--- src/rtl/iopc_pkg.sv ---
// package: constants for the io port permission checker
package iopc_pkg;
  // register byte offsets on the wishbone bus
  localparam logic [7:0] REG_CTRL = 8'h00;
  localparam logic [7:0] REG_TSS_BASE = 8'h04;
  localparam logic [7:0] REG_TSS_LIMIT = 8'h08;
  localparam logic [7:0] REG_IRQ_STATUS = 8'h0c;
  localparam logic [7:0] REG_IRQ_ENABLE = 8'h10;
  localparam logic [7:0] REG_IRQ_CLEAR = 8'h14;
  localparam logic [7:0] REG_RESULT = 8'h18;
  localparam logic [7:0] REG_STACK_LO = 8'h1c;
  localparam logic [7:0] REG_STACK_HI = 8'h20;
  localparam logic [7:0] REG_FAULT_COUNT = 8'h24;
  // control fields and reset values
  localparam int CTRL_ALL_PORTS_BIT = 0;
  localparam int CTRL_CHECK_EN_BIT = 1;
  localparam logic [1:0] CTRL_RESET = 2'h3;
  localparam logic [31:0] TSS_LIMIT_RESET = 32'h0000_0067;
  // interrupt event bits
  localparam int IRQ_COUNT = 3;
  localparam int IRQ_FAULT_BIT = 0;
  localparam int IRQ_BASE_OVER_BIT = 1;
  localparam int IRQ_DONE_BIT = 2;
  // segment layout
  localparam logic [31:0] TSS_MAP_BASE_OFF = 32'h0000_0066;
  localparam logic [31:0] TSS_PRIV_STACK_OFF = 32'h0000_0004;
  localparam logic [31:0] TSS_INT_STACK_OFF = 32'h0000_0024;
  localparam logic [15:0] MAP_BASE_MAX = 16'hdfff;
  localparam logic [16:0] REDIR_MAP_BYTES = 17'h00020;
  localparam logic [3:0] PRIV_STACK_COUNT = 4'h3;
  localparam logic [3:0] STACK_INDEX_MAX = 4'h9;
  localparam logic [2:0] STACK_LAST_BYTE = 3'h7;
  // request kinds and access sizes
  localparam logic [1:0] KIND_PORT = 2'h0;
  localparam logic [1:0] KIND_REDIR = 2'h1;
  localparam logic [1:0] KIND_STACK = 2'h2;
  localparam logic [1:0] SIZE_BYTE = 2'h0;
  localparam logic [1:0] SIZE_WORD = 2'h1;
  localparam logic [1:0] SIZE_DWORD = 2'h2;
  typedef enum logic [2:0] {
    ST_IDLE = 3'h0,
    ST_BASE_LO = 3'h1,
    ST_BASE_HI = 3'h3,
    ST_MAP_LO = 3'h2,
    ST_MAP_HI = 3'h6,
    ST_DONE = 3'h7,
    ST_STACK = 3'h5
  } iopc_state_t;
endpackage : iopc_pkg

--- src/rtl/iopc_check.sv ---
// module: io port permission checker with wishbone registers
//
// Implementation choices: the register offsets and the Wishbone register port.
`timescale 1ns/10ps
module iopc_check #(
  parameter int ADDR_W = 32
) (
  input wire logic clk,
  input wire logic arst_n,
  // wishbone slave
  input wire logic wb_cyc_i,
  input wire logic wb_stb_i,
  input wire logic wb_we_i,
  input wire logic [7:0] wb_adr_i,
  input wire logic [3:0] wb_sel_i,
  input wire logic [31:0] wb_dat_i,
  output logic [31:0] wb_dat_o,
  output logic wb_ack_o,
  // request from instruction execution
  input wire logic req_valid,
  input wire logic [1:0] req_kind,
  input wire logic [15:0] req_port,
  input wire logic [1:0] req_size,
  input wire logic [7:0] req_vector,
  input wire logic [3:0] req_stack_index,
  input wire logic req_v86,
  input wire logic [1:0] req_cpl,
  input wire logic [1:0] req_io_privilege_level,
  output logic req_ready,
  output logic rsp_valid,
  output logic rsp_fault,
  output logic rsp_redirect,
  output logic [63:0] rsp_data,
  // byte read port to system memory
  output logic mem_rd_req,
  output logic [ADDR_W-1:0] mem_addr,
  input wire logic mem_ack,
  input wire logic [7:0] mem_rdata,
  output logic irq
);
  // address datapath is fixed at 32 bits
  if (ADDR_W != 32) begin : g_addr_w_check
    $error("iopc_check: ADDR_W must be 32");
  end

  iopc_pkg::iopc_state_t state_reg;
  logic [1:0] ctrl_reg;
  logic [31:0] tss_base_reg;
  logic [31:0] tss_limit_reg;
  logic [2:0] irq_enable_reg;
  logic [2:0] irq_clear;
  logic [2:0] irq_status;
  logic [2:0] irq_event;
  logic irq_out;
  logic [31:0] wb_dat_reg;
  logic wb_ack_reg;
  logic [31:0] fault_count_reg;
  logic [15:0] last_port_reg;

  logic [1:0] kind_reg;
  logic [15:0] port_reg;
  logic [1:0] size_reg;
  logic [7:0] vector_reg;
  logic [7:0] base_lo_reg;
  logic [7:0] map_lo_reg;
  logic [2:0] byte_cnt_reg;
  logic ready_reg;
  logic rsp_valid_reg;
  logic rsp_fault_reg;
  logic rsp_redirect_reg;
  logic [63:0] rsp_data_reg;
  logic mem_rd_req_reg;
  logic [31:0] mem_addr_reg;
  logic result_fault_reg;
  logic result_redirect_reg;
  logic base_over_reg;

  logic wb_hit;
  logic need_check;
  logic [15:0] map_off;
  logic [16:0] port_byte_off;
  logic [16:0] redir_byte_off;
  logic [16:0] byte_off;
  logic [31:0] stack_off;
  logic base_over;
  logic past_limit;
  logic stack_past_limit;
  logic deny;

  // request decode
  assign need_check = req_v86 || (req_cpl > req_io_privilege_level);
  assign map_off = {mem_rdata, base_lo_reg};
  assign port_byte_off = {1'b0, map_off} + {4'h0, port_reg[15:3]};
  // redirection bitmap ends where the io bitmap starts
  assign redir_byte_off = {1'b0, map_off} - iopc_pkg::REDIR_MAP_BYTES + {12'h000, vector_reg[7:3]};
  assign byte_off = (kind_reg == iopc_pkg::KIND_REDIR) ? redir_byte_off : port_byte_off;
  assign base_over = ctrl_reg[iopc_pkg::CTRL_ALL_PORTS_BIT] && (map_off > iopc_pkg::MAP_BASE_MAX);
  // the second fetched byte must lie inside the limit too
  assign past_limit = ({15'h0000, byte_off} + 32'h0000_0001) > tss_limit_reg;
  always_comb begin
    if (req_stack_index < iopc_pkg::PRIV_STACK_COUNT) begin
      stack_off = iopc_pkg::TSS_PRIV_STACK_OFF + {25'h0000000, req_stack_index, 3'h0};
    end else begin
      stack_off = iopc_pkg::TSS_INT_STACK_OFF +
        {25'h0000000, 4'(req_stack_index - iopc_pkg::PRIV_STACK_COUNT), 3'h0};
    end
  end
  assign stack_past_limit = ((stack_off + {29'h0, iopc_pkg::STACK_LAST_BYTE}) > tss_limit_reg) ||
    (req_stack_index > iopc_pkg::STACK_INDEX_MAX);

  iopc_perm_eval u_eval (
    .map_word({mem_rdata, map_lo_reg}),
    .bit_sel(port_reg[2:0]),
    .size(size_reg),
    .deny(deny)
  );

  // checking sequence; stack reads stay within the first 104 bytes
  always_ff @(posedge clk or negedge arst_n) begin
    if (!arst_n) begin
      state_reg <= iopc_pkg::ST_IDLE;
      kind_reg <= 2'h0;
      port_reg <= 16'h0000;
      size_reg <= 2'h0;
      vector_reg <= 8'h00;
      base_lo_reg <= 8'h00;
      map_lo_reg <= 8'h00;
      byte_cnt_reg <= 3'h0;
      mem_rd_req_reg <= 1'b0;
      mem_addr_reg <= 32'h0000_0000;
      result_fault_reg <= 1'b0;
      result_redirect_reg <= 1'b0;
      base_over_reg <= 1'b0;
      rsp_data_reg <= 64'h0000_0000_0000_0000;
    end else begin
      case (state_reg)
        iopc_pkg::ST_IDLE: begin
          base_over_reg <= 1'b0;
          if (req_valid) begin
            kind_reg <= req_kind;
            port_reg <= req_port;
            size_reg <= req_size;
            vector_reg <= req_vector;
            result_fault_reg <= 1'b0;
            result_redirect_reg <= 1'b0;
            byte_cnt_reg <= 3'h0;
            if (req_kind == iopc_pkg::KIND_STACK) begin
              if (stack_past_limit) begin
                result_fault_reg <= 1'b1;
                state_reg <= iopc_pkg::ST_DONE;
              end else begin
                mem_addr_reg <= tss_base_reg + stack_off;
                mem_rd_req_reg <= 1'b1;
                state_reg <= iopc_pkg::ST_STACK;
              end
            end else if (req_kind == iopc_pkg::KIND_PORT &&
                (!need_check || !ctrl_reg[iopc_pkg::CTRL_CHECK_EN_BIT])) begin
              state_reg <= iopc_pkg::ST_DONE;
            end else begin
              mem_addr_reg <= tss_base_reg + iopc_pkg::TSS_MAP_BASE_OFF;
              mem_rd_req_reg <= 1'b1;
              state_reg <= iopc_pkg::ST_BASE_LO;
            end
          end
        end
        iopc_pkg::ST_BASE_LO: begin
          if (mem_ack) begin
            base_lo_reg <= mem_rdata;
            mem_addr_reg <= mem_addr_reg + 32'h0000_0001;
            state_reg <= iopc_pkg::ST_BASE_HI;
          end
        end
        iopc_pkg::ST_BASE_HI: begin
          if (mem_ack) begin
            if (kind_reg == iopc_pkg::KIND_PORT && base_over) begin
              base_over_reg <= 1'b1;
              result_fault_reg <= 1'b1;
              mem_rd_req_reg <= 1'b0;
              state_reg <= iopc_pkg::ST_DONE;
            end else if (past_limit ||
                (kind_reg == iopc_pkg::KIND_REDIR && map_off < iopc_pkg::REDIR_MAP_BYTES[15:0])) begin
              result_fault_reg <= 1'b1;
              mem_rd_req_reg <= 1'b0;
              state_reg <= iopc_pkg::ST_DONE;
            end else begin
              mem_addr_reg <= tss_base_reg + {15'h0000, byte_off};
              state_reg <= iopc_pkg::ST_MAP_LO;
            end
          end
        end
        iopc_pkg::ST_MAP_LO: begin
          if (mem_ack) begin
            map_lo_reg <= mem_rdata;
            if (kind_reg == iopc_pkg::KIND_REDIR) begin
              result_redirect_reg <= mem_rdata[vector_reg[2:0]];
              mem_rd_req_reg <= 1'b0;
              state_reg <= iopc_pkg::ST_DONE;
            end else begin
              mem_addr_reg <= mem_addr_reg + 32'h0000_0001;
              state_reg <= iopc_pkg::ST_MAP_HI;
            end
          end
        end
        iopc_pkg::ST_MAP_HI: begin
          if (mem_ack) begin
            result_fault_reg <= deny;
            mem_rd_req_reg <= 1'b0;
            state_reg <= iopc_pkg::ST_DONE;
          end
        end
        iopc_pkg::ST_STACK: begin
          if (mem_ack) begin
            // little endian, first byte lands lowest after eight shifts
            rsp_data_reg <= {mem_rdata, rsp_data_reg[63:8]};
            byte_cnt_reg <= byte_cnt_reg + 3'h1;
            mem_addr_reg <= mem_addr_reg + 32'h0000_0001;
            if (byte_cnt_reg == iopc_pkg::STACK_LAST_BYTE) begin
              mem_rd_req_reg <= 1'b0;
              state_reg <= iopc_pkg::ST_DONE;
            end
          end
        end
        iopc_pkg::ST_DONE: begin
          state_reg <= iopc_pkg::ST_IDLE;
        end
        default: begin
          mem_rd_req_reg <= 1'b0;
          state_reg <= iopc_pkg::ST_IDLE;
        end
      endcase
    end
  end

  // answer to the execution logic, one cycle pulse
  always_ff @(posedge clk or negedge arst_n) begin
    if (!arst_n) begin
      rsp_valid_reg <= 1'b0;
      rsp_fault_reg <= 1'b0;
      rsp_redirect_reg <= 1'b0;
      ready_reg <= 1'b0;
    end else begin
      rsp_valid_reg <= (state_reg == iopc_pkg::ST_DONE);
      ready_reg <= (state_reg == iopc_pkg::ST_IDLE) && !req_valid;
      if (state_reg == iopc_pkg::ST_DONE) begin
        rsp_fault_reg <= result_fault_reg;
        rsp_redirect_reg <= result_redirect_reg;
      end
    end
  end

  // fault bookkeeping for software
  always_ff @(posedge clk or negedge arst_n) begin
    if (!arst_n) begin
      fault_count_reg <= 32'h0000_0000;
      last_port_reg <= 16'h0000;
    end else if (state_reg == iopc_pkg::ST_DONE && result_fault_reg) begin
      fault_count_reg <= fault_count_reg + 32'h0000_0001;
      last_port_reg <= port_reg;
    end
  end

  assign irq_event[iopc_pkg::IRQ_FAULT_BIT] = (state_reg == iopc_pkg::ST_DONE) && result_fault_reg;
  assign irq_event[iopc_pkg::IRQ_BASE_OVER_BIT] = (state_reg == iopc_pkg::ST_DONE) && base_over_reg;
  assign irq_event[iopc_pkg::IRQ_DONE_BIT] = (state_reg == iopc_pkg::ST_DONE);

  iopc_irq #(
    .N(iopc_pkg::IRQ_COUNT)
  ) u_irq (
    .clk(clk),
    .arst_n(arst_n),
    .event_set(irq_event),
    .clear(irq_clear),
    .enable(irq_enable_reg),
    .status(irq_status),
    .irq(irq_out)
  );

  // wishbone: ack one cycle after the strobe, dropped the cycle after
  assign wb_hit = wb_cyc_i && wb_stb_i && !wb_ack_reg;
  assign irq_clear = (wb_hit && wb_we_i && wb_adr_i == iopc_pkg::REG_IRQ_CLEAR && wb_sel_i[0]) ?
    wb_dat_i[2:0] : 3'h0;

  always_ff @(posedge clk or negedge arst_n) begin
    if (!arst_n) begin
      ctrl_reg <= iopc_pkg::CTRL_RESET;
      tss_base_reg <= 32'h0000_0000;
      tss_limit_reg <= iopc_pkg::TSS_LIMIT_RESET;
      irq_enable_reg <= 3'h0;
    end else if (wb_hit && wb_we_i) begin
      case (wb_adr_i)
        iopc_pkg::REG_CTRL: begin
          if (wb_sel_i[0]) ctrl_reg <= wb_dat_i[1:0];
        end
        iopc_pkg::REG_TSS_BASE: begin
          for (int b = 0; b < 4; b++) begin
            if (wb_sel_i[b]) tss_base_reg[8*b +: 8] <= wb_dat_i[8*b +: 8];
          end
        end
        iopc_pkg::REG_TSS_LIMIT: begin
          for (int b = 0; b < 4; b++) begin
            if (wb_sel_i[b]) tss_limit_reg[8*b +: 8] <= wb_dat_i[8*b +: 8];
          end
        end
        iopc_pkg::REG_IRQ_ENABLE: begin
          if (wb_sel_i[0]) irq_enable_reg <= wb_dat_i[2:0];
        end
        default: begin
        end
      endcase
    end
  end

  always_ff @(posedge clk or negedge arst_n) begin
    if (!arst_n) begin
      wb_ack_reg <= 1'b0;
      wb_dat_reg <= 32'h0000_0000;
    end else begin
      wb_ack_reg <= wb_hit;
      if (wb_hit && !wb_we_i) begin
        case (wb_adr_i)
          iopc_pkg::REG_CTRL: wb_dat_reg <= {30'h0, ctrl_reg};
          iopc_pkg::REG_TSS_BASE: wb_dat_reg <= tss_base_reg;
          iopc_pkg::REG_TSS_LIMIT: wb_dat_reg <= tss_limit_reg;
          iopc_pkg::REG_IRQ_STATUS: wb_dat_reg <= {29'h0, irq_status};
          iopc_pkg::REG_IRQ_ENABLE: wb_dat_reg <= {29'h0, irq_enable_reg};
          iopc_pkg::REG_RESULT: wb_dat_reg <= {last_port_reg, 11'h000, state_reg, rsp_redirect_reg, rsp_fault_reg};
          iopc_pkg::REG_STACK_LO: wb_dat_reg <= rsp_data_reg[31:0];
          iopc_pkg::REG_STACK_HI: wb_dat_reg <= rsp_data_reg[63:32];
          iopc_pkg::REG_FAULT_COUNT: wb_dat_reg <= fault_count_reg;
          default: wb_dat_reg <= 32'h0000_0000;
        endcase
      end
    end
  end

  assign wb_dat_o = wb_dat_reg;
  assign wb_ack_o = wb_ack_reg;
  assign req_ready = ready_reg;
  assign rsp_valid = rsp_valid_reg;
  assign rsp_fault = rsp_fault_reg;
  assign rsp_redirect = rsp_redirect_reg;
  assign rsp_data = rsp_data_reg;
  assign mem_rd_req = mem_rd_req_reg;
  assign mem_addr = mem_addr_reg;
  assign irq = irq_out;
endmodule : iopc_check

--- src/rtl/iopc_perm_eval.sv ---
// module: permission bit window test over a two byte bitmap fetch
`timescale 1ns/10ps
module iopc_perm_eval (
  input wire logic [15:0] map_word,
  input wire logic [2:0] bit_sel,
  input wire logic [1:0] size,
  output logic deny
);
  logic [15:0] mask;
  logic [3:0] width;
  always_comb begin
    case (size)
      iopc_pkg::SIZE_WORD: width = 4'h2;
      iopc_pkg::SIZE_DWORD: width = 4'h4;
      default: width = 4'h1;
    endcase
  end
  // bit n of the window covers port n, up to four ports
  genvar i;
  generate
    for (i = 0; i < 16; i++) begin : g_mask
      assign mask[i] = (5'(i) >= {2'h0, bit_sel}) && (5'(i) < ({2'h0, bit_sel} + {1'h0, width}));
    end
  endgenerate
  assign deny = |(map_word & mask);
endmodule : iopc_perm_eval

--- src/rtl/iopc_irq.sv ---
// module: sticky event status with enable mask and level interrupt
`timescale 1ns/10ps
module iopc_irq #(
  parameter int N = 3
) (
  input wire logic clk,
  input wire logic arst_n,
  input wire logic [N-1:0] event_set,
  input wire logic [N-1:0] clear,
  input wire logic [N-1:0] enable,
  output logic [N-1:0] status,
  output logic irq
);
  logic [N-1:0] status_reg;
  logic irq_reg;
  // a set in the clearing cycle survives
  always_ff @(posedge clk or negedge arst_n) begin
    if (!arst_n) begin
      status_reg <= '0;
    end else begin
      status_reg <= (status_reg & ~clear) | event_set;
    end
  end
  always_ff @(posedge clk or negedge arst_n) begin
    if (!arst_n) begin
      irq_reg <= 1'b0;
    end else begin
      irq_reg <= |(((status_reg & ~clear) | event_set) & enable);
    end
  end
  assign status = status_reg;
  assign irq = irq_reg;
endmodule : iopc_irq

--- config.mk ---
export PLATFORM = sky130hd
export DESIGN_NAME = iopc_check
export DESIGN_NICKNAME = d
export VERILOG_FILES = /design/src/rtl/iopc_pkg.sv /design/src/rtl/iopc_check.sv /design/src/rtl/iopc_perm_eval.sv /design/src/rtl/iopc_irq.sv
export SDC_FILE = /design/constraint.sdc
export NUM_CORES = 1
export LEC_CHECK = 0
export BUFFER_PORTS_ARGS = -buffer_cell sky130_fd_sc_hd__buf_4
export CAP_MARGIN = 5
export CELL_PAD_IN_SITES_DETAIL_PLACEMENT = 0
export CELL_PAD_IN_SITES_GLOBAL_PLACEMENT = 1
export CORE_MARGIN = 1
export CORE_UTILIZATION = 49
export CTS_BUF_LIST = sky130_fd_sc_hd__clkbuf_8 sky130_fd_sc_hd__clkbuf_16
export DETAILED_ROUTE_END_ITERATION = 8
export HOLD_SLACK_MARGIN = 0.02
export PLACE_DENSITY_LB_ADDON = 0.3
export SYNTH_ARGS = -nofsm -noshare
export SYNTH_HDL_FRONTEND = slang
export SYNTH_HIERARCHICAL = 1
export SYNTH_SLANG_ARGS = --single-unit
--- constraint.sdc ---
create_clock -name clk -period 14.7 [get_ports clk]
set_input_delay 1.47 -clock clk [delete_from_list [all_inputs] [get_ports clk]]
set_output_delay 1.47 -clock clk [all_outputs]
set_load 0.05 [all_outputs]
; ---- Word-level counts from Yosys, hierarchy flattened
; Index checks and enable logic that the tools add are counted.
[totals]
out_inout_bits = 135
input_bits = 96
regBits = 308
elab_cells = 248
[op_classes]
addsub = 15
order_cmp = 31
n_reduce_logical = 63
mux = 63
n_bitwise = 6
n_eq_ne = 36
[op_table]
columns = op, count
row1 = 32-bit two-way mux, 10
row2 = 32-bit case mux with 9 select lines, 1
row3 = 32-bit case mux with 4 select lines, 1
row4 = "32-bit by 1-bit adder with 32-bit output, second input constant", 2
row5 = 3-bit two-way mux, 14
row6 = "4-bit by 5-bit < comparator with 1-bit output, first input constant", 8
row7 = 3-bit AND reduction, 12
row8 = 32-bit by 17-bit adder with 32-bit output, 1
row9 = "32-bit by 3-bit adder with 32-bit output, second input constant", 1
row10 = "32-bit by 7-bit adder with 32-bit output, second input constant", 1
row11 = 32-bit by 8-bit adder with 32-bit output, 1
row12 = "8-bit by 5-bit == test with 1-bit output, second input constant", 4
row13 = 18-bit by 32-bit > comparator with 1-bit output, 1
row14 = 32-bit > comparator, 1
row15 = 1-bit two-way mux, 26
row16 = "2-bit != test, second input constant", 12
row17 = 1-bit logical AND, 20
row18 = "3-bit by 5-bit < comparator with 1-bit output, first input constant", 4
row19 = "17-bit by 1-bit adder with 18-bit output, second input constant", 1
row20 = 3-bit case mux with 6 select lines, 1
row21 = 16-bit by 13-bit adder with 17-bit output, 1
row22 = 17-bit by 5-bit adder with 17-bit output, 1
row23 = 17-bit two-way mux, 1
row24 = "16-bit by 6-bit subtractor with 17-bit output, second input constant", 1
row25 = other kinds (55), 88

; ---- Depth between registers and ports, before layout
[depth]
depth_word = 11
ltp_mapped = 23
mapped_depth_nobuf = 22

; ---- Cells and area by module
; Netlist, hierarchy kept.
[by_module_without_submodules]
columns = module, instances, cells_each, area_per_inst_um2, seq_area_each_um2
row1 = iopc_check, 1, 2015, 18484.0, 7616.1
row2 = iopc_perm_eval, 1, 50, 350.3, 0.0
row3 = iopc_irq, 1, 12, 152.6, 100.1

; ---- Least setup slack after synthesis
; OpenSTA, ideal clock, no wires.
[synth_timing]
path_kind = in2reg
start = input mem_rdata[0]
end = register mem_addr_reg[17], in the netlist mem_addr[17]
path_stages = 20
path_buffers = 2
setup_time_ps = 127
arrival_ps = 5528
setup_slack_ps = 9045
required_time_ps = 14573
cell_sequence = ha_1 -> a21o_1 -> a31o_2 -> a21oi_1 -> xor2_1 -> a21oi_1 -> nand4b_1 -> nor3_1 -> xor2_1 -> ha_1 -> nand4_1 -> or3_1 -> or4_4 -> nand3_1 -> o211ai_4 -> a21o_1 -> buf_6 -> buf_6 -> o21ai_1 -> o31ai_2
[synth_between]
elab_chain_len = 8
word_cells_on_any_way = 20
classes_between = add/sub: 5 / order compare: 3 / eq/ne: 2 / mux: 5 / reduce/logical: 5
[synth_rtl]
columns = item, line_no
row1 = start: declaration, iopc_check.sv:38  ; input wire logic [7:0] mem_rdata,
row2 = 16-bit by 6-bit subtractor with 17-bit output, iopc_check.sv:95  ; assign redir_byte_off = {1'b0, map_off} - iopc_pkg::REDIR_MAP_BYTES + {12'h000, vector_reg[7:3]};
row3 = 17-bit by 5-bit adder with 17-bit output, iopc_check.sv:95
row4 = 17-bit two-way mux, iopc_check.sv:96  ; assign byte_off = (kind_reg == iopc_pkg::KIND_REDIR) ? redir_byte_off : port_byte_off;
row5 = 17-bit by 1-bit adder with 18-bit output or 32-bit by 17-bit adder with 32-bit output (tied branches), "iopc_check.sv:99, iopc_check.sv:186"
row6 = 18-bit by 32-bit > comparator with 1-bit output or 32-bit two-way mux (tied branches), "iopc_check.sv:99, iopc_check.sv:180"
row7 = 1-bit logical OR or 32-bit two-way mux (tied branches), "iopc_check.sv:180, iopc_check.sv:175"
row8 = 2-bit != test (no source line) or 32-bit two-way mux (tied branches), -
row9 = 10-bit AND reduction (no source line) or 32-bit case mux with 4 select lines (tied branches), -
row10 = end signal: assignment, iopc_check.sv:169  ; mem_addr_reg <= mem_addr_reg + 32'h0000_0001;
row11 = end signal: assignment, iopc_check.sv:186  ; mem_addr_reg <= tss_base_reg + {15'h0000, byte_off};
row12 = end signal: assignment, iopc_check.sv:199  ; mem_addr_reg <= mem_addr_reg + 32'h0000_0001;
row13 = end: declaration, iopc_check.sv:73  ; logic [31:0] mem_addr_reg;
; Parallel ways exist; a longest one is shown, timed or not. The select of a mux whose other input is x is not followed.
; A chain may end at the register's enable or synchronous reset.

; ---- Final worst setup path
[layout_timing]
start = input mem_rdata[0]
end = register mem_addr_reg[29], in the netlist mem_addr[29]
; Same word-level chain as after synthesis.

==> out/results.md <==
* 199 µm — die boundary height
* 0 — # diodes
* 64 — maximum fanout encountered on the critical timing path
* 23.9 µm — routed wirelength normalized by instance count
* 17.6% — relative area change from synthesis to final layout
* clkbuf_16 — Root Driver
* a21o_2 — slowest stage cell on the critical path
* 3397 — fill cell total of the finished layout
* 230 — Port Buffer Count
* 9.14 µm² — post-synthesis area per instance
* mem_rdata[0] — Setup crit start
* 0 — # Post-CTS Setup Buffers
* finished, final reports clean — status
* 0.164 mV — worst ir drop on vdd
* 0 — number of nets with antenna violations after detailed routing
* 47.6% — Sw Share
* 50.1% — starting density of the core
* 1469 — drt initial violations
* 2.17 mW — reported net switching power
* 2448 — NumNets Final
* 22300 µm² — cell area after layout
* 1190 ps — actual slew at the worst max-slew pin
* register to register — class of the worst hold path
* dfrtp_1 — dominant register cell in the synthesized netlist
* 0 — count of flip-flops with a built-in enable after synthesis
* 0 — # DRC
* compound AO/OA/AOI/OAI gates — cell family with most CP delay
* 1 — combined buffer and inverter count along the critical path
* 34.0% — total routing usage reported by global routing
* 308 — number of clock sinks
* 71 — num rows
* register — category of the worst setup path capture point
* 51.2% — part of the total power dissipated in combinational logic
* 0 ps — Final TNS setup
* 2260 — synthesized netlist net count
* 0 — number of antenna violations at the first check in global routing
* 231 — num ports
* 0 — GR Overflow Total
* 590 ps — largest stage delay on the critical path
* 4.56 mW — sum of internal, switching and leakage power
* 0 — number of maximum-capacitance constraint violations
* 0 — Hold Vio Cnt, Final
* 158 MHz — top achievable clock speed
* 37900 µm² — Core ar.
* input pin — type of origin of the critical path
* 58.9% — Layout Utilization
* 28.9% — register share of total power
* 15090 ps — required time of the worst setup path
* 36 — TritonCTS buffer count
* 20.5% — relative slew slack
* 2 — maximum level of the CTS H-tree
* yes — TritonCTS clock tree
* 66900 µm — Post-Route WL
* 3 — Max Root-Sink Buffers
* 6730 ps — critical path data arrival time
* no — unrepaired setup endpoints after global routing
* 204 nW/µm² — pwr/cell area
* 6.18 — Via density
* 6 — number of detailed-routing iterations run before antenna repair
* 43.2% — ratio of final minimum period to clock period
* 550 ps — latest clock arrival within the worst-skew pair
* 0 — Post-CTS Hold Fix Bufs
* buf_4, ha_1, a21o_1, a31o_2, a21oi_1, xor2_1, a21oi_1, nand4b_1, nor3_1, xor2_1, ha_1, nand4_1, or3_1, or4_4, nand3_1, o211ai_4, a21o_2, o21ai_0, o21ai_1 — cells traversed along the worst timing path
* 18.6 ps — Clock Skews
* 308 — number of synthesized register bits
* 39500 µm² — die area
* 2.39 mW — total internal power
* 10.5 nW — total leakage power
* 0 — endpoints failing setup
* 60 ps — clock transition at the registers of the reported paths
* 107 — largest net degree at the start of global routing
* wb_ack_o — Hold Crit Start
* base_lo_reg[0] — Crit Reg-Reg Startpoint
* 16600 — number of global-route vias before repair
* input pin to register — Worst Setup Path Type
* 7720 µm² — Sequential Area
* 19.9% — Clk pwr share
* 64 — number of flip-flops under the largest register name
* 2077 — gate count of the mapped netlist
* 17300 — vias after detailed routing
* 6350 ps — minimum clock period after layout
* 0.947 — routability congestion estimate
* 10600 µm² — multi-input logic area
* 100% — ys async rst share
* 99 — Distinct cells, synth
* 20.5% — layout cells sized above 1
* 40.6% — part of the Yosys area used for sequential elements
* 21200 µm² — Post-DP Area
* 49900 µm — HPWL reported at the end of detailed placement
* 0 — fin. max-slew vios
* 199 µm — width of the chip
* 19000 µm² — post-synth design cell area
* 101000 µm — wire length of the first global-routing pass
* 0 — total of cells resized after clock tree synthesis
* 6 — count of warnings emitted by yosys
* 8380 ps — setup slack of the worst register-to-register path
-- worst paths after layout --
path                                endpoint  cells after the start
worst max register to register  mem_addr[29]                     21
max in group asynchronous       rsp_data[60]                      3
min in group asynchronous        mem_addr[0]                      1
worst min-delay path                wb_ack_o                      1
worst min register to register      wb_ack_o                      1
worst max-delay path            mem_addr[29]                     19
-- cell usage after synthesis (all sizes together) (18+ instances only) --
library cell / instances / share of area (%)
ha: 82 / 5.4
buf: 20 / 0.63
nor2b: 18 / 0.67
mux2: 101 / 6.0
clkbuf: 82 / 1.6
nand4: 25 / 0.90
a22oi: 74 / 2.9
nand3: 74 / 2.0
dfrtp: 301 / 40
nor2: 119 / 2.4
nand2: 372 / 7.4
and3: 31 / 1.0
a21o: 27 / 1.1
a22o: 37 / 1.7
nor3: 34 / 0.95
a21oi: 86 / 2.3
xnor2: 73 / 3.4
inv: 75 / 1.5
xor2: 39 / 1.8
o21ai: 127 / 3.4
-- cell usage in the layout, fill, tap and decap left out, types with 9 or more instances in the layout --
cell | Yosys | final
xnor2_1 | 73 | 73
dfrtp_1 | 301 | 301
mux2_2 | 101 | 101
a21o_1 | 27 | 26
nor2b_1 | 16 | 15
and3_1 | 31 | 31
a21oi_1 | 85 | 84
xor2_1 | 39 | 39
inv_1 | 74 | 81
o21a_1 | 14 | 14
clkbuf_16 | 0 | 36
nand2_1 | 371 | 371
nand2b_1 | 16 | 16
a22oi_1 | 74 | 74
nor4_1 | 14 | 14
a31oi_1 | 15 | 14
o211ai_1 | 14 | 14
o21ai_1 | 18 | 18
a22o_1 | 37 | 37
nor3_1 | 32 | 32
a222oi_1 | 13 | 13
and2_1 | 11 | 11
nor2_1 | 118 | 112
buf_4 | 0 | 251
nand4_1 | 24 | 24
a211oi_1 | 11 | 11
a221oi_1 | 9 | 9
nor3b_1 | 9 | 9
or3_1 | 14 | 14
ha_1 | 82 | 82
nand3_1 | 74 | 74
o21ai_0 | 106 | 106
o22ai_1 | 15 | 15
-- power by group through the flow --
stage                     logic (mW)  registers (mW)  clock network [mW]
after floorplan                 1.41            1.49                   0
after detailed placement        2.30            1.32                   0
final                           2.34            1.32               0.910
after CTS                       2.31            1.31               0.922
after global routing            2.53            1.34               0.952
after global placement          2.27            1.32                   0
-- metrics by stage --
| step | setup WS (ps) | hold WS (ps) | instances |
|---|---|---|---|
| 2_1_floorplan | 9040 | 446 | 2077 |
| 3_3_place_gp | 8090 | 455 | 2738 |
| 3_5_place_dp | 7920 | 459 | 2738 |
| 4_1_cts | 8450 | 467 | 2803 |
| 5_1_grt | 7960 | 503 | 2803 |
| 6_report | 8350 | 472 | 2803 |
-- kinds of logic (layout without fill, tap and decap cells) --
group,Yosys count,after routing,share of synthesized area [%]
AO/OA/AOI/OAI,514,514,19.0
XOR/XNOR,112,112,5.17
adder cells (fa/ha/maj),88,88,5.98
buffers and inverters,177,392,3.73
flip-flops,308,308,40.6
multiplexers,110,110,6.68
AND/OR/NAND/NOR,768,768,18.8
-- layer usage --
layer	track usage, %	wire length, µm
met4	13.6	2450
met5	0	0
met2	53.1	30500
met1	47.2	28600
met3	5.27	5250
-- cell type report --
type / count / share of cell area (%)
clock buffers: 41 / 4.34
clock inverters: 24 / 0.964
inverters: 75 / 1.26
multi-input cells: 1592 / 47.5
flip-flops and latches: 308 / 34.5
well taps: 511 / 2.86
repair buffers: 252 / 8.50
No activity file was read; power rests on OpenSTA's default activity.
